==> src/rtl/adc_ctrl_pkg.sv <==
/*
  shared constants for the converter control block: widths, output coding
  and rate derivation counts.
  assumes a single 40 MHz system clock standing in for the master clock.
*/
package adc_ctrl_pkg;
  localparam int          DATA_W         = 24;
  localparam int          FREQ_W         = 12;
  // master clock period in ns as given
  localparam int          CLK_PERIOD_NS  = 25;
  // modulator sample period: 256 master clocks per sample
  localparam int          MOD_DIV        = 256;
  localparam int          MOD_DIV_W      = 8;
  // output periods after a restart before data counts as valid
  localparam int          SETTLE_PERIODS = 4;
  localparam logic [2:0]  SETTLE_CNT_W3  = 3'h4;
  localparam logic [11:0] NOTCH_RESET    = 12'h0C3;
  localparam logic        EXC_RESET      = 1'b0;
  localparam logic        BIPOLAR_RESET  = 1'b0;
  localparam logic [23:0] MID_SCALE      = 24'h800000;

  typedef enum logic [1:0] {
    CH_DIFF_ONE  = 2'h0,
    CH_DIFF_TWO  = 2'h1,
    CH_HIGH_LVL  = 2'h2
  } channel_t;

  typedef enum logic [2:0] {
    ST_IDLE     = 3'h1,
    ST_RUN      = 3'h2,
    ST_SETTLE   = 3'h4
  } conv_state_t;
endpackage : adc_ctrl_pkg

==> src/rtl/adc_ctrl.sv <==
/*
  control logic of a sigma-delta converter: excitation enable, output
  coding, free running update timing, filter reset on sync and calibration.
  assumes the host drives control bits from its own logic on clock_i and
  the sync pin comes asynchronously from outside.
*/
`timescale 1ns/10ps
module adc_ctrl
  import adc_ctrl_pkg::*;
#(
  parameter int DATA_W_P = adc_ctrl_pkg::DATA_W,
  parameter int FREQ_W_P = adc_ctrl_pkg::FREQ_W
) (
  // clock, reset, enable
  input  wire logic                clock_i,
  input  wire logic                rst_i,
  input  wire logic                clk_en_i,
  // control bits from the host
  input  wire logic                excitation_enable_bit_i,
  input  wire logic                bipolar_i,
  input  wire logic [FREQ_W_P-1:0] notch_code_i,
  input  wire adc_ctrl_pkg::channel_t channel_i,
  input  wire logic                cal_cmd_i,
  // sync pin, active low, asynchronous
  input  wire logic                sync_n_i,
  // raw filter result
  input  wire logic [DATA_W_P-1:0] filter_result_i,
  // filter control
  output logic                     filter_reset_o,
  output logic                     mod_sample_o,
  // excitation outputs
  output logic                     excitation_out_a_o,
  output logic                     excitation_out_b_o,
  // output register
  output logic [DATA_W_P-1:0]      data_o,
  output logic                     update_o,
  output logic                     data_valid_o,
  output logic                     polarity_o
);
  import adc_ctrl_pkg::*;

  typedef struct packed {
    logic [2:0]          sync_sr;
    logic                sync_level;
    logic                exc;
    logic                bipolar;
    logic [MOD_DIV_W-1:0] mod_cnt;
    logic [FREQ_W_P+3:0] out_cnt;
    logic [2:0]          settle;
    logic                filt_rst;
    logic                mod_tick;
    logic                update;
    logic                valid;
    logic                pol;
    logic [DATA_W_P-1:0] data;
    conv_state_t         state;
  } state_t;

  state_t cur;
  state_t next_cur;

  logic [DATA_W_P-1:0] coded;
  logic                eff_bipolar;

  // period of one output in modulator samples, derived from notch code
  function automatic logic [FREQ_W_P+3:0] out_period(input logic [FREQ_W_P-1:0] code);
    logic [FREQ_W_P+3:0] p;
    p = {code, 4'h0};
    if (p == '0) begin
      p = {{(FREQ_W_P+3){1'b0}}, 1'b1};
    end
    return p;
  endfunction : out_period

  // high level channel ignores polarity
  assign eff_bipolar = cur.bipolar && (channel_i != CH_HIGH_LVL);

  output_coder #(
    .W (DATA_W_P)
  ) u_coder (
    .raw_i     (filter_result_i),
    .bipolar_i (eff_bipolar),
    .coded_o   (coded)
  );

  always_comb begin
    logic sync_fall;
    logic restart;
    sync_fall = 1'b0;
    restart   = 1'b0;
    next_cur  = cur;
    next_cur.mod_tick = 1'b0;
    next_cur.update   = 1'b0;
    next_cur.filt_rst = 1'b0;
    next_cur.sync_sr  = {cur.sync_sr[1:0], sync_n_i};
    // second and third stage must agree before a change counts
    if (cur.sync_sr[1] == cur.sync_sr[2] && cur.sync_sr[2] != cur.sync_level) begin
      next_cur.sync_level = cur.sync_sr[2];
      sync_fall = !cur.sync_sr[2];
    end
    next_cur.exc     = excitation_enable_bit_i;
    next_cur.bipolar = bipolar_i;
    restart = sync_fall || cal_cmd_i;
    if (restart) begin
      // counters restart from a fixed point so shared-clock parts align
      next_cur.mod_cnt  = '0;
      next_cur.out_cnt  = '0;
      next_cur.settle   = '0;
      next_cur.valid    = 1'b0;
      next_cur.filt_rst = 1'b1;
      next_cur.state    = ST_SETTLE;
    end else begin
      // sample tick every fixed number of master clocks
      if (cur.mod_cnt == MOD_DIV_W'(MOD_DIV - 1)) begin
        next_cur.mod_cnt  = '0;
        next_cur.mod_tick = 1'b1;
      end else begin
        next_cur.mod_cnt = cur.mod_cnt + 1'b1;
      end
      case (cur.state)
        ST_IDLE: begin
          next_cur.state = ST_SETTLE;
        end
        ST_RUN, ST_SETTLE: begin
          if (cur.mod_tick) begin
            if (cur.out_cnt >= out_period(notch_code_i) - 1'b1) begin
              next_cur.out_cnt = '0;
              next_cur.update  = 1'b1;
              next_cur.data    = coded;
              next_cur.pol     = eff_bipolar;
              if (cur.state == ST_SETTLE) begin
                if (cur.settle == SETTLE_CNT_W3 - 3'h1) begin
                  next_cur.valid = 1'b1;
                  next_cur.state = ST_RUN;
                end else begin
                  next_cur.settle = cur.settle + 3'h1;
                end
              end
            end else begin
              next_cur.out_cnt = cur.out_cnt + 1'b1;
            end
          end
        end
        default: next_cur.state = ST_SETTLE;
      endcase
    end
  end

  always_ff @(posedge clock_i) begin
    if (rst_i) begin
      cur            <= '0;
      cur.sync_sr    <= 3'h7;
      cur.sync_level <= 1'b1;
      cur.exc        <= EXC_RESET;
      cur.bipolar    <= BIPOLAR_RESET;
      cur.state      <= ST_IDLE;
    end else if (clk_en_i) begin
      cur <= next_cur;
    end
  end

  assign excitation_out_a_o = cur.exc;
  assign excitation_out_b_o = cur.exc;
  assign filter_reset_o     = cur.filt_rst;
  assign mod_sample_o       = cur.mod_tick;
  assign data_o             = cur.data;
  assign update_o           = cur.update;
  assign data_valid_o       = cur.valid;
  assign polarity_o         = cur.pol;

  property p_exc_follow;
    @(posedge clock_i) disable iff (rst_i)
      clk_en_i |=> (excitation_out_a_o == $past(excitation_enable_bit_i))
                   && (excitation_out_b_o == excitation_out_a_o);
  endproperty
  a_exc_follow: assert property (p_exc_follow) else $error("excitation mismatch");

  property p_high_unipolar;
    @(posedge clock_i) disable iff (rst_i)
      (update_o && $past(clk_en_i) && $past(channel_i) == CH_HIGH_LVL) |-> !polarity_o;
  endproperty
  a_high_unipolar: assert property (p_high_unipolar) else $error("high level not unipolar");

  property p_cal_reset;
    @(posedge clock_i) disable iff (rst_i)
      (cal_cmd_i && clk_en_i) |=> filter_reset_o && !data_valid_o;
  endproperty
  a_cal_reset: assert property (p_cal_reset) else $error("calibration did not reset filter");

  property p_sync_reset;
    @(posedge clock_i) disable iff (rst_i)
      (clk_en_i && cur.sync_sr[1] == cur.sync_sr[2] && !cur.sync_sr[2] && cur.sync_level)
        |=> filter_reset_o && cur.mod_cnt == '0;
  endproperty
  a_sync_reset: assert property (p_sync_reset) else $error("sync edge did not reset");

  property p_update_data;
    @(posedge clock_i) disable iff (rst_i)
      update_o |-> data_o == $past(coded);
  endproperty
  a_update_data: assert property (p_update_data) else $error("update data wrong");

  property p_stable_data;
    @(posedge clock_i) disable iff (rst_i)
      !update_o |-> $stable(data_o);
  endproperty
  a_stable_data: assert property (p_stable_data) else $error("data changed without update");

  property p_tick_spacing;
    @(posedge clock_i) disable iff (rst_i)
      (mod_sample_o && clk_en_i) |=> !mod_sample_o [*8];
  endproperty
  a_tick_spacing: assert property (p_tick_spacing) else $error("sample ticks too close");

  property p_update_on_tick;
    @(posedge clock_i) disable iff (rst_i)
      (update_o && $past(clk_en_i)) |-> $past(mod_sample_o);
  endproperty
  a_update_on_tick: assert property (p_update_on_tick) else $error("update off tick");

  property p_reset_vals;
    @(posedge clock_i) $past(rst_i) |-> !excitation_out_a_o && !excitation_out_b_o
      && !cur.bipolar && !update_o && !data_valid_o && !filter_reset_o && data_o == '0;
  endproperty
  a_reset_vals: assert property (p_reset_vals) else $error("reset values wrong");

  // a low enable must hold every output, otherwise rates would not scale with it
  property p_freeze_hold;
    @(posedge clock_i) disable iff (rst_i)
      !clk_en_i |=> $stable(data_o) && $stable(update_o) && $stable(data_valid_o)
                    && $stable(filter_reset_o) && $stable(mod_sample_o)
                    && $stable(excitation_out_a_o) && $stable(polarity_o);
  endproperty
  a_freeze_hold: assert property (p_freeze_hold) else $error("state moved while disabled");

  property p_pol_diff;
    @(posedge clock_i) disable iff (rst_i)
      (update_o && $past(clk_en_i) && $past(channel_i) != CH_HIGH_LVL)
        |-> polarity_o == $past(cur.bipolar);
  endproperty
  a_pol_diff: assert property (p_pol_diff) else $error("channel coding not shared");

  property p_bip_code;
    @(posedge clock_i) disable iff (rst_i)
      (update_o && $past(clk_en_i) && polarity_o)
        |-> data_o == ($past(filter_result_i) ^ {1'b1, {(DATA_W_P-1){1'b0}}});
  endproperty
  a_bip_code: assert property (p_bip_code) else $error("offset binary coding wrong");

  property p_uni_code;
    @(posedge clock_i) disable iff (rst_i)
      (update_o && $past(clk_en_i) && !polarity_o)
        |-> data_o == ($past(filter_result_i[DATA_W_P-1]) ? {DATA_W_P{1'b0}}
                       : {$past(filter_result_i[DATA_W_P-2:0]), 1'b0});
  endproperty
  a_uni_code: assert property (p_uni_code) else $error("straight binary coding wrong");

  property p_filt_clear;
    @(posedge clock_i) disable iff (rst_i)
      filter_reset_o |-> !data_valid_o && !update_o;
  endproperty
  a_filt_clear: assert property (p_filt_clear) else $error("valid kept over restart");

  property p_valid_on_update;
    @(posedge clock_i) disable iff (rst_i)
      $rose(data_valid_o) |-> update_o;
  endproperty
  a_valid_on_update: assert property (p_valid_on_update) else $error("valid off update");

  property p_restart_counters;
    @(posedge clock_i) disable iff (rst_i)
      (cal_cmd_i && clk_en_i) |=> cur.mod_cnt == '0 && cur.out_cnt == '0
                                 && !mod_sample_o && !update_o;
  endproperty
  a_restart_counters: assert property (p_restart_counters) else $error("timing not restarted");

  property p_idle_leave;
    @(posedge clock_i) disable iff (rst_i)
      (cur.state == ST_IDLE && clk_en_i) |=> cur.state == ST_SETTLE;
  endproperty
  a_idle_leave: assert property (p_idle_leave) else $error("conversion did not start");

  property p_valid_run;
    @(posedge clock_i) disable iff (rst_i)
      data_valid_o == (cur.state == ST_RUN);
  endproperty
  a_valid_run: assert property (p_valid_run) else $error("valid and state disagree");

  property p_update_count;
    @(posedge clock_i) disable iff (rst_i)
      update_o |-> cur.out_cnt == '0;
  endproperty
  a_update_count: assert property (p_update_count) else $error("update mid period");

  property p_settle_bound;
    @(posedge clock_i) disable iff (rst_i)
      (cur.state == ST_SETTLE) |-> cur.settle < SETTLE_CNT_W3;
  endproperty
  a_settle_bound: assert property (p_settle_bound) else $error("settle count overrun");

  // a pin change only counts once the last two stages agree
  property p_sync_agree;
    @(posedge clock_i) disable iff (rst_i)
      (clk_en_i && cur.sync_sr[2] != cur.sync_sr[1]) |=> $stable(cur.sync_level);
  endproperty
  a_sync_agree: assert property (p_sync_agree) else $error("sync level moved early");
endmodule : adc_ctrl

==> src/rtl/output_coder.sv <==
/*
  output coder: turns a raw two's complement filter result into the
  selected output coding.
  assumes the result is a signed value centred on zero.
*/
`timescale 1ns/10ps
module output_coder #(
  parameter int W = 24
) (
  // raw result and coding select
  input  wire logic [W-1:0] raw_i,
  input  wire logic         bipolar_i,
  // coded result
  output logic      [W-1:0] coded_o
);
  import adc_ctrl_pkg::*;

  // unipolar: negative results clamp to zero, straight binary otherwise
  // bipolar: offset binary, i.e. msb inverted
  always_comb begin
    if (bipolar_i) begin
      coded_o = raw_i ^ {1'b1, {(W-1){1'b0}}};
    end else if (raw_i[W-1]) begin
      coded_o = '0;
    end else begin
      coded_o = {raw_i[W-2:0], 1'b0};
    end
  end
endmodule : output_coder

==> config.mk <==
export PLATFORM = sky130hd
export DESIGN_NAME = adc_ctrl
export DESIGN_NICKNAME = d
export VERILOG_FILES = /design/src/rtl/adc_ctrl_pkg.sv /design/src/rtl/adc_ctrl.sv /design/src/rtl/output_coder.sv
export SDC_FILE = /design/constraint.sdc
export NUM_CORES = 1
export LEC_CHECK = 0
export ABC_CLOCK_PERIOD_IN_PS = 4600
export CAP_MARGIN = 40
export CORE_MARGIN = 2
export CORE_UTILIZATION = 60
export DETAILED_ROUTE_END_ITERATION = 8
export DONT_BUFFER_PORTS = 1
export GPL_TIMING_DRIVEN = 0
export PLACE_DENSITY = 0.83
export SYNTH_ARGS = -nofsm -noshare
export SYNTH_HDL_FRONTEND = slang
export SYNTH_SLANG_ARGS = --single-unit
==> constraint.sdc <==
create_clock -name clock_i -period 4.6 [get_ports clock_i]
set_input_delay 0.46 -clock clock_i [delete_from_list [all_inputs] [get_ports clock_i]]
set_output_delay 0.46 -clock clock_i [all_outputs]
set_load 0.01 [all_outputs]
==> flow_metrics.tcl, run 1 <==
set metrics [dict create \
    avgSynthCellArea_um2 8.15 \
    ir_drop_uv 351 \
    fp.coreArea_um2 5890 \
    drive_gt1_share_pct 10.4 \
    antenna_found_initial 0 \
    clkTransAtPathRegs_ps 70 \
    worstHoldStart "sync_n_i" \
    setup_viol 0 \
    tns_ps 0 \
    start_util_pct 61.9 \
    rsz0062_at_grt "false" \
    slew_headroom_pct 58.4 \
    hold_viol 0 \
    row_count 28 \
    fin_util_pct 66.3 \
    wl_per_cell_um 14.7 \
    startpoint "notch_code_i[0]" \
    grt_max_degree 12 \
    yosysUniqueCellTypes 50 \
    overflow 0 \
    crit_type "input pin to flip-flop" \
    synth.net_count 512 \
    leakage_nw 1.47 \
    numCtsBuffers 9 \
    cts_setup_buffers 0 \
    placed_area_um2 3740 \
    synth_area_um2 3640 \
    vias_per_cell 5.86 \
    fin_cells 538 \
    synthFlopType "dfxtp_1" \
    synth_edf_count 0 \
    nets 523 \
    cap_violations 0 \
    yosysSeqAreaShare_pct 35.7 \
    synth-seq-cells 65 \
    synth.area.top_cells "dfxtp_1 (36%), ha_1 (6.9%), nor2_1 (6.7%), a21oi_1 (6.0%), buf_4 (5.2%)" \
    clock_sinks 65 \
    drc_errors 0 \
    dr.first_iter.drc_count 122 \
    synthCells 447 \
    synthTopCellsByCount "dfxtp_1 (65), nor2_1 (65), a21oi_1 (44)" \
    worstPathArrival_ps 4260 \
    cp-start-kind "input pin" \
    tritoncts "yes" \
    cts_root_buf "clkbuf_8" \
    hp-class "input pin to flip-flop" \
    place.gp.congestion 0.870 \
    fin_skew_ps 12.8 \
    ys_warn_count 0 \
    cts_resized 0 \
    die_h_um 81.9 \
    synth_top_area_share_pct 35.7 \
    cellPowerDensity_nw_per_um2 275 \
    slew_viol_final 0 \
    fmaxAchievable_ghz 0.247 \
    port-buffer-count 0 \
    area_growth_pct 7.07 \
    chipWidth_um 81.9 \
    grtUsageTotal_pct 23.4 \
    worst_slew_pin_slew_ps 620 \
    grt_pass1_wl_um 12200 \
    num_vias 3151 \
    yosysTopAreaCell "dfxtp_1" \
    cp_max_fo 10 \
    clk-insertion-delay-late_ps 340 \
    cts_htree_levels 3 \
    cp.required_ps 4810 \
    dieArea_um2 6710 \
    grt_pass1_vias 2820 \
    clock_path_buffers 2 \
    dpl.cell_count 522 \
    fillers 515 \
    dp_hpwl_um 5950 \
    num_io_pins 76 \
    diodes 0 \
    period_minus_slack_ps 4060 \
    stdcell_area_um2 3900 \
    drt_pass1_iterations 5 \
    ant_nets 0 \
    endpoint_kind "flip-flop" \
    status "finished, final reports clean" \
    drt-total-wl_um 7920 \
    fin_crit_sh_pct 88.2 \
    synthArstFlopShare_pct 0 \
    r2r_start "cur[48]$_SDFFE_PP0P_" \
    hold_buffers 0 \
]
## final cells by class
cell class                      count  area, um^2  area share [%]
Multi-Input combinational cell    324        2030            52.0
Sequential cell                    65        1300            33.4
Buffer                             47         272            6.96
Clock buffer                       11         131            3.37
Tap cell                           75        93.8            2.41
Inverter                           11        42.5            1.09
Clock inverter                      5        32.5           0.834
## through the flow
| stage | power [mW] | worst slack (ps) | hold slack, ps |
|---|---|---|---|
| 2_1_floorplan | 0.657 | 817 | 446 |
| 3_3_place_gp | 0.672 | 356 | 456 |
| 3_5_place_dp | 0.676 | 279 | 472 |
| 4_1_cts | 1.08 | 608 | 245 |
| 5_1_grt | 1.11 | 316 | 253 |
| 6_report | 1.07 | 544 | 254 |
## path summary, 6_finish.rpt
check        depth (start not counted)                       to  slack [ps]
max                                 14  data_o[23]$_SDFFE_PP0P_         540
min reg2reg                          2     cur[58]$_SDFFE_PP0P_         480
min                                  1     cur[62]$_SDFFE_PP1P_         250
max reg2reg                          8  data_o[23]$_SDFFE_PP0P_        1810
## flip-flops by register name, summed over array words and instances, names as in the netlist
register	cells
update_o	1
mod_sample_o	1
cur	35
filter_reset_o	1
polarity_o	1
data_valid_o	1
excitation_out_a_o	1
data_o	24
## worst max-delay path: stages
cell and delay, ps:
or3_4 380, or3_1 300, buf_2 150, nor3_1 370, nand3b_1 140, xor2_1 170
ha_1 290, nand4_1 140, nor3_1 340, o311ai_1 250, a31oi_1 500, clkbuf_1 460
mux2i_1 240, nor2_1 60
## per-layer routing
| metal | wire, um | GRT usage [%] | vias up |
|---|---|---|---|
| met3 | 404 | 4.07 | 15 |
| met2 | 3880 | 39.3 | 77 |
| met1 | 3490 | 29.0 | 1474 |
| met4 | 153 | 11.0 | 0 |
| met5 | 0 | 0 | - |
| li1 | - | - | 1585 |
## cell families (layout without fill, tap and decap cells)
group,after synthesis,after routing,synth area share (%)
xor gates and xnor gates,21,21,5.05
muxes,4,4,1.10
adders and majority gates,20,20,6.87
and+or+nand+nor,180,180,25.7
AOI/OAI and AO/OA,99,99,17.0
DFF,65,65,35.7
buffers and inverters,58,74,8.62
## layout by cell type, fill, tap and decap left out, types with 7 or more instances in the layout
cell / synthesis / layout
nor2_1: 65 / 65
dfxtp_1: 65 / 65
a21oi_1: 44 / 44
buf_4: 25 / 25
nand2_1: 24 / 24
nor3b_1: 24 / 24
a211oi_1: 24 / 24
clkbuf_1: 20 / 22
ha_1: 20 / 20
nand3_1: 13 / 13
xor2_1: 11 / 11
xnor2_1: 10 / 10
inv_1: 9 / 9
clkbuf_8: 0 / 9
nor3_1: 7 / 7
o21ai_0: 7 / 7
## where the power goes
part           leakage (nW)  switching [mW]  internal [mW]
clock                0.0753           0.216          0.194
sequential            0.526         0.00593          0.569
combinational         0.866          0.0536         0.0349
total                  1.47           0.276          0.798
Note: power is estimated with default switching activity, not from simulation.
==> run 2: changes to the inputs <==
--- a/config.mk
+++ b/config.mk
@@ -5,6 +5,7 @@
 export SDC_FILE = /design/constraint.sdc
 export NUM_CORES = 1
 export LEC_CHECK = 0
+export ABC_AREA = 1
 export ABC_CLOCK_PERIOD_IN_PS = 4600
 export CAP_MARGIN = 40
 export CORE_MARGIN = 2
==> run 2 against run 1 <==
  * Fmax rose by 45%
  * Via count rose by 12%
  * Wire length rose by 7.0%
==> flow_metrics.tcl, run 2 <==
set metrics [dict create \
    fin_util_pct 65.9 \
    hp-class "input pin to flip-flop" \
    die_h_um 84.8 \
    leakage_nw 1.87 \
    grt_pass1_vias 3277 \
    cp-start-kind "input pin" \
    cts_htree_levels 3 \
    dr.first_iter.drc_count 254 \
    ys_warn_count 0 \
    diodes 0 \
    cp_max_fo 10 \
    placed_area_um2 4020 \
    grtUsageTotal_pct 23.8 \
    num_vias 3528 \
    overflow 0 \
    fin_skew_ps 9.19 \
    setup_viol 0 \
    cts_resized 0 \
    worst_slew_pin_slew_ps 509 \
    hold_buffers 0 \
    dp_worst_setup_slack_ps 1460 \
    worstHoldStart "sync_n_i" \
    top_register "cur" \
    area_growth_pct 6.76 \
    vias_per_cell 5.43 \
    fp.coreArea_um2 6350 \
    ant_nets 0 \
    antenna_found_initial 0 \
    crit_type "input pin to flip-flop" \
    use_met3_pct 4.38 \
    synthFlopType "dfxtp_1" \
    grt_busiest_layer "met2" \
    tns_ps 0 \
    largest_register_ffs 35 \
    nets 635 \
    synth_edf_count 0 \
    cts_root_buf "clkbuf_8" \
    layout_commonest_cell "nand2_1" \
    synth_area_um2 3920 \
    row_count 29 \
    yosysUniqueCellTypes 43 \
    period_minus_slack_ps 2800 \
    cts_setup_buffers 0 \
    fin_crit_sh_pct 60.8 \
    place.gp.congestion 0.870 \
    dpl.cell_count 636 \
    layout_common_cells "nand2_1 (112), dfxtp_1 (65), inv_1 (63)" \
    holdWs_ps 254 \
    drt_pass1_iterations 5 \
    postLayoutSetupSlackWorst_ps 1800 \
    endpoint_kind "flip-flop" \
    drt-total-wl_um 8480 \
    cellPowerDensity_nw_per_um2 265 \
    synth.most_common_cell "nand2_1" \
    num_io_pins 76 \
    cap_violations 0 \
    drc_errors 0 \
    synth.net_count 624 \
    grt_pass1_wl_um 14200 \
    drive_gt1_share_pct 12.9 \
    dieArea_um2 7200 \
    avgSynthCellArea_um2 7.01 \
    slew_viol_final 0 \
    synthArstFlopShare_pct 0 \
    synth_top_area_share_pct 33.2 \
    worstPathArrival_ps 3000 \
    startpoint "notch_code_i[8]" \
    p_total_mw 1.11 \
    fin_cells 650 \
    clock_path_buffers 2 \
    met2_usage_pct 41.1 \
    synthTopCellsByCount "nand2_1 (112), dfxtp_1 (65), inv_1 (63)" \
    yosysSeqAreaShare_pct 33.2 \
    r2r_start "cur[35]$_SDFFE_PP0P_" \
    status "finished, final reports clean" \
    fmaxAchievable_ghz 0.357 \
    synth-seq-cells 65 \
    cp.required_ps 4800 \
    ir_drop_uv 207 \
    clk-insertion-delay-late_ps 340 \
    wl_per_cell_um 13.0 \
    synth.area.top_cells "dfxtp_1 (33%), nand2_1 (11%), nand3_1 (7.0%), ha_1 (6.4%), a21oi_1 (6.1%)" \
    fillers 566 \
    hold_viol 0 \
    use_met1_pct 29.5 \
    stdcell_area_um2 4190 \
    start_util_pct 61.8 \
    chipWidth_um 84.8 \
    clkTransAtPathRegs_ps 70 \
    rsz0062_at_grt "false" \
    slew_headroom_pct 66.1 \
    port-buffer-count 0 \
    clock_sinks 65 \
    synthCells 559 \
    yosysTopAreaCell "dfxtp_1" \
    numCtsBuffers 9 \
    dp_hpwl_um 6400 \
    grt_max_degree 11 \
    tritoncts "yes" \
]
-- run 2: worst max-delay path, stage by stage --
cell	delay [ps]
inv_1	80
nand3_1	120
nor2_1	180
nand4_2	170
nand3_1	180
nor2_2	70
nand2_1	100
inv_1	60
nor2_1	90
nor2_1	60
ha_1	310
nand2_1	50
o21ai_0	170
a21oi_1	120
nand2_1	90
nand2_2	90
nor2_8	180
nand2_4	120
buf_6	160
nand2_1	50
a21oi_1	60
-- run 2: worst paths after layout --
check                            end  slack (ps)  cells past startpoint
max reg2reg  data_o[23]$_SDFFE_PP0P_        2550                     14
min             cur[62]$_SDFFE_PP1P_         250                      2
min reg2reg  data_o[14]$_SDFFE_PP0P_         460                      2
max          data_o[23]$_SDFFE_PP0P_        1800                     21
-- run 2: cells by family after synthesis --
kind of cell	Yosys count	synth area share, %
flip-flops	65	33.2
AO/OA/AOI/OAI	101	14.6
XOR/XNOR	12	2.68
AND/OR/NAND/NOR	247	28.2
adder cells (fa/ha/maj)	20	6.38
buffers and inverters	114	14.9
-- run 2: layout make-up --
cell class	count	area, um^2	share of cell area (%)
multi-input cells	380	2040	48.6
flip-flops and latches	65	1300	31.1
plain buffers	47	330	7.89
inverters	67	254	6.07
clock buffers	11	151	3.62
well taps	77	96.3	2.30
clock inverters	3	17.5	0.418
-- run 2: power by group --
group / switching (mW) / internal [mW]
clock network: 0.206 / 0.217
registers: 0.00672 / 0.571
logic: 0.0739 / 0.0366
total: 0.287 / 0.824
-- run 2: routing by layer --
layer,wire (um),part of all wire (%),vias up
met2,4060,48,108
met5,0,0,-
met3,514,6.1,19
met1,3740,44,1572
met4,169,2.0,0
li1,-,-,1829
==> run 3: changes to the inputs <==
--- a/config.mk
+++ b/config.mk
@@ -6,7 +6,7 @@
 export NUM_CORES = 1
 export LEC_CHECK = 0
 export ABC_AREA = 1
-export ABC_CLOCK_PERIOD_IN_PS = 4600
+export ABC_CLOCK_PERIOD_IN_PS = 2800
 export CAP_MARGIN = 40
 export CORE_MARGIN = 2
 export CORE_UTILIZATION = 60
==> constraint.sdc (replaced) <==
create_clock -name clock_i -period 2.8 [get_ports clock_i]
set_input_delay 0.28 -clock clock_i [delete_from_list [all_inputs] [get_ports clock_i]]
set_output_delay 0.28 -clock clock_i [all_outputs]
set_load 0.01 [all_outputs]
==> run 3 against run 2 <==
  * Final area rose by 0.45%
  * Total power rose by 64%
  * Global-route usage did not move
  * Clock power rose by 65%
  * Via count rose by 1.1%
  * Worst setup slack got worse by 1500 ps
  * Cell count rose by 0.15%
  * Register-to-register slack got worse by 1800 ps
==> flow_metrics.tcl, run 3 (synthesis gave the netlist of run 2 again) <==
set metrics [dict create \
    status "finished, final reports clean" \
    layout_commonest_cell "nand2_1" \
    fin_util_pct 66.2 \
    cp_max_fo 10 \
    overflow 0 \
    fp.coreArea_um2 6350 \
    cellPowerDensity_nw_per_um2 434 \
    worst_slew_pin_slew_ps 505 \
    crit_top_cell "nand2_1" \
    die_h_um 84.8 \
    clkPwrFrac_pct 38.1 \
    top_register "cur" \
    grt_pass1_vias 3277 \
    critical-path-top-delay-family "simple AND/OR/NAND/NOR gates" \
    ir_drop_uv 339 \
    drt_pass1_iterations 5 \
    start_util_pct 61.8 \
    leakage_nw 1.87 \
    fmaxAchievable_ghz 0.397 \
    dp_worst_setup_slack_ps -160 \
    startpoint "notch_code_i[8]" \
    largest_register_ffs 35 \
    clkTransAtPathRegs_ps 70 \
    area_growth_pct 7.24 \
    chipWidth_um 84.8 \
    p_sw_share_pct 25.8 \
    multiInputGateArea_um2 2050 \
    tns_ps 0 \
    hp-class "input pin to flip-flop" \
    num_io_pins 76 \
    cp.required_ps 3000 \
    num_vias 3567 \
    seq_power_share_pct 52.0 \
    numCtsBuffers 9 \
    crit_type "input pin to flip-flop" \
    grt_pass1_wl_um 14200 \
    clk-insertion-delay-late_ps 340 \
    hold_viol 0 \
    row_count 29 \
    cts_root_buf "clkbuf_8" \
    cp_cell_sequence "inv_1 -> nand3_1 -> nor2_2 -> nand4_2 -> nand3_2 -> nor2_2 -> nand2_1 -> inv_1 -> nor2_1 -> nor2_1 -> ha_1 -> nand4_1 -> nor3_1 -> nand2_1 -> nand2_1 -> nand2_2 -> nor2_8 -> nand2_4 -> buf_6 -> nand2_1 -> a21oi_1" \
    wl_per_cell_um 13.1 \
    fillers 564 \
    clock_path_buffers 2 \
    holdWs_ps 73.3 \
    worstHoldStart "sync_n_i" \
    clock_sinks 65 \
    vias_per_cell 5.48 \
    layout_common_cells "nand2_1 (112), dfxtp_1 (65), inv_1 (63)" \
    port-buffer-count 0 \
    diodes 0 \
    grt_max_degree 11 \
    r2r_start "cur[35]$_SDFFE_PP0P_" \
    place.gp.congestion 0.870 \
    slowest_delay_ps 310 \
    ant_nets 0 \
    dr.first_iter.drc_count 269 \
    slew_headroom_pct 66.4 \
    nets 636 \
    fin_crit_sh_pct 90.0 \
    postLayoutSetupSlackWorst_ps 280 \
    power.switching_uw 472 \
    dp_hpwl_um 6400 \
    setup_viol 0 \
    dieArea_um2 7200 \
    tritoncts "yes" \
    cp-start-kind "input pin" \
    cap_violations 0 \
    worstPathArrival_ps 2720 \
    slew_viol_final 0 \
    critPathBufInv 3 \
    cts_htree_levels 3 \
    antenna_found_initial 0 \
    fin_skew_ps 9.14 \
    intPower_mw 1.35 \
    drt-total-wl_um 8520 \
    ff_latch_area_um2 1300 \
    comb_power_share_pct 10.0 \
    period_minus_slack_ps 2520 \
    drc_errors 0 \
    crit_path_top_delay_cell "ha_1" \
    grtUsageTotal_pct 23.8 \
    drive_gt1_share_pct 13.6 \
    endpoint_kind "flip-flop" \
]
## run 3: cell types whose count changed in the layout (fill, tap and decap cells not counted)
cell,delta
a21oi_2,+1
o21ai_0,-1
o21ai_1,+1
nand3_2,+1
nor2_1,-1
buf_4,+1
nor2_2,+1
nand3_1,-1
a21oi_1,-1
## run 3: metrics by stage
step	instance area (um^2)	cells	power (mW)
4_1_cts	4190	650	1.83
3_3_place_gp	4020	636	1.14
2_1_floorplan	3920	559	1.11
3_5_place_dp	4020	636	1.15
5_1_grt	4210	651	1.90
6_report	4210	651	1.83
## run 3: per-layer routing
layer / global-route usage [%] / up-vias / wire [um]
li1: - / 1833 / -
met1: 29.5 / 1590 / 3720
met2: 41.1 / 120 / 4080
met3: 4.38 / 24 / 522
met4: 9.09 / 0 / 200
met5: 0 / - / 0
## run 3: final timing paths
kind | endpoint | slack (ps) | cells after the start
worst max-delay path | data_o[23]$_SDFFE_PP0P_ | 280 | 21
worst min-delay path | cur[62]$_SDFFE_PP1P_ | 70 | 2
worst max register to register | data_o[23]$_SDFFE_PP0P_ | 740 | 14
worst min register to register | data_o[14]$_SDFFE_PP0P_ | 460 | 2
## run 3: final cells by class
cell class                      instances  share of cell area, %
Clock buffer                           11                   3.60
Inverter                               67                   6.04
Multi-Input combinational cell        380                   48.7
Buffer                                 47                   7.85
Timing Repair Buffer                    1                  0.179
Clock inverter                          3                  0.417
Tap cell                               77                   2.29
Sequential cell                        65                   30.9
## run 3: power groups by stage
stage          Clock (mW)  Sequential [mW]  Combinational, mW
2_1_floorplan           0            0.967              0.143
3_3_place_gp            0            0.969              0.173
3_5_place_dp            0            0.969              0.178
4_1_cts             0.701            0.949              0.180
5_1_grt             0.738            0.950              0.207
6_report            0.696            0.949              0.182
## run 3: timing repair
action | CTS | global route
resized for setup | 0 | 4
buffers inserted | 0 | 1
hold buffers | 0 | 0
setup endpoints to repair | 0 | 42
## run 3: worst register-to-register path: stages, from the launching register on
cell and delay [ps]:
dfxtp_1 380, inv_1 100, ha_1 280, nand4_1 100, nor2_1 120, nor2_1 50
nand2_1 60, nand2_1 80, nand2_1 90, nand2_2 90, nor2_8 190, nand2_4 120
buf_6 160, nand2_1 60, a21oi_1 60
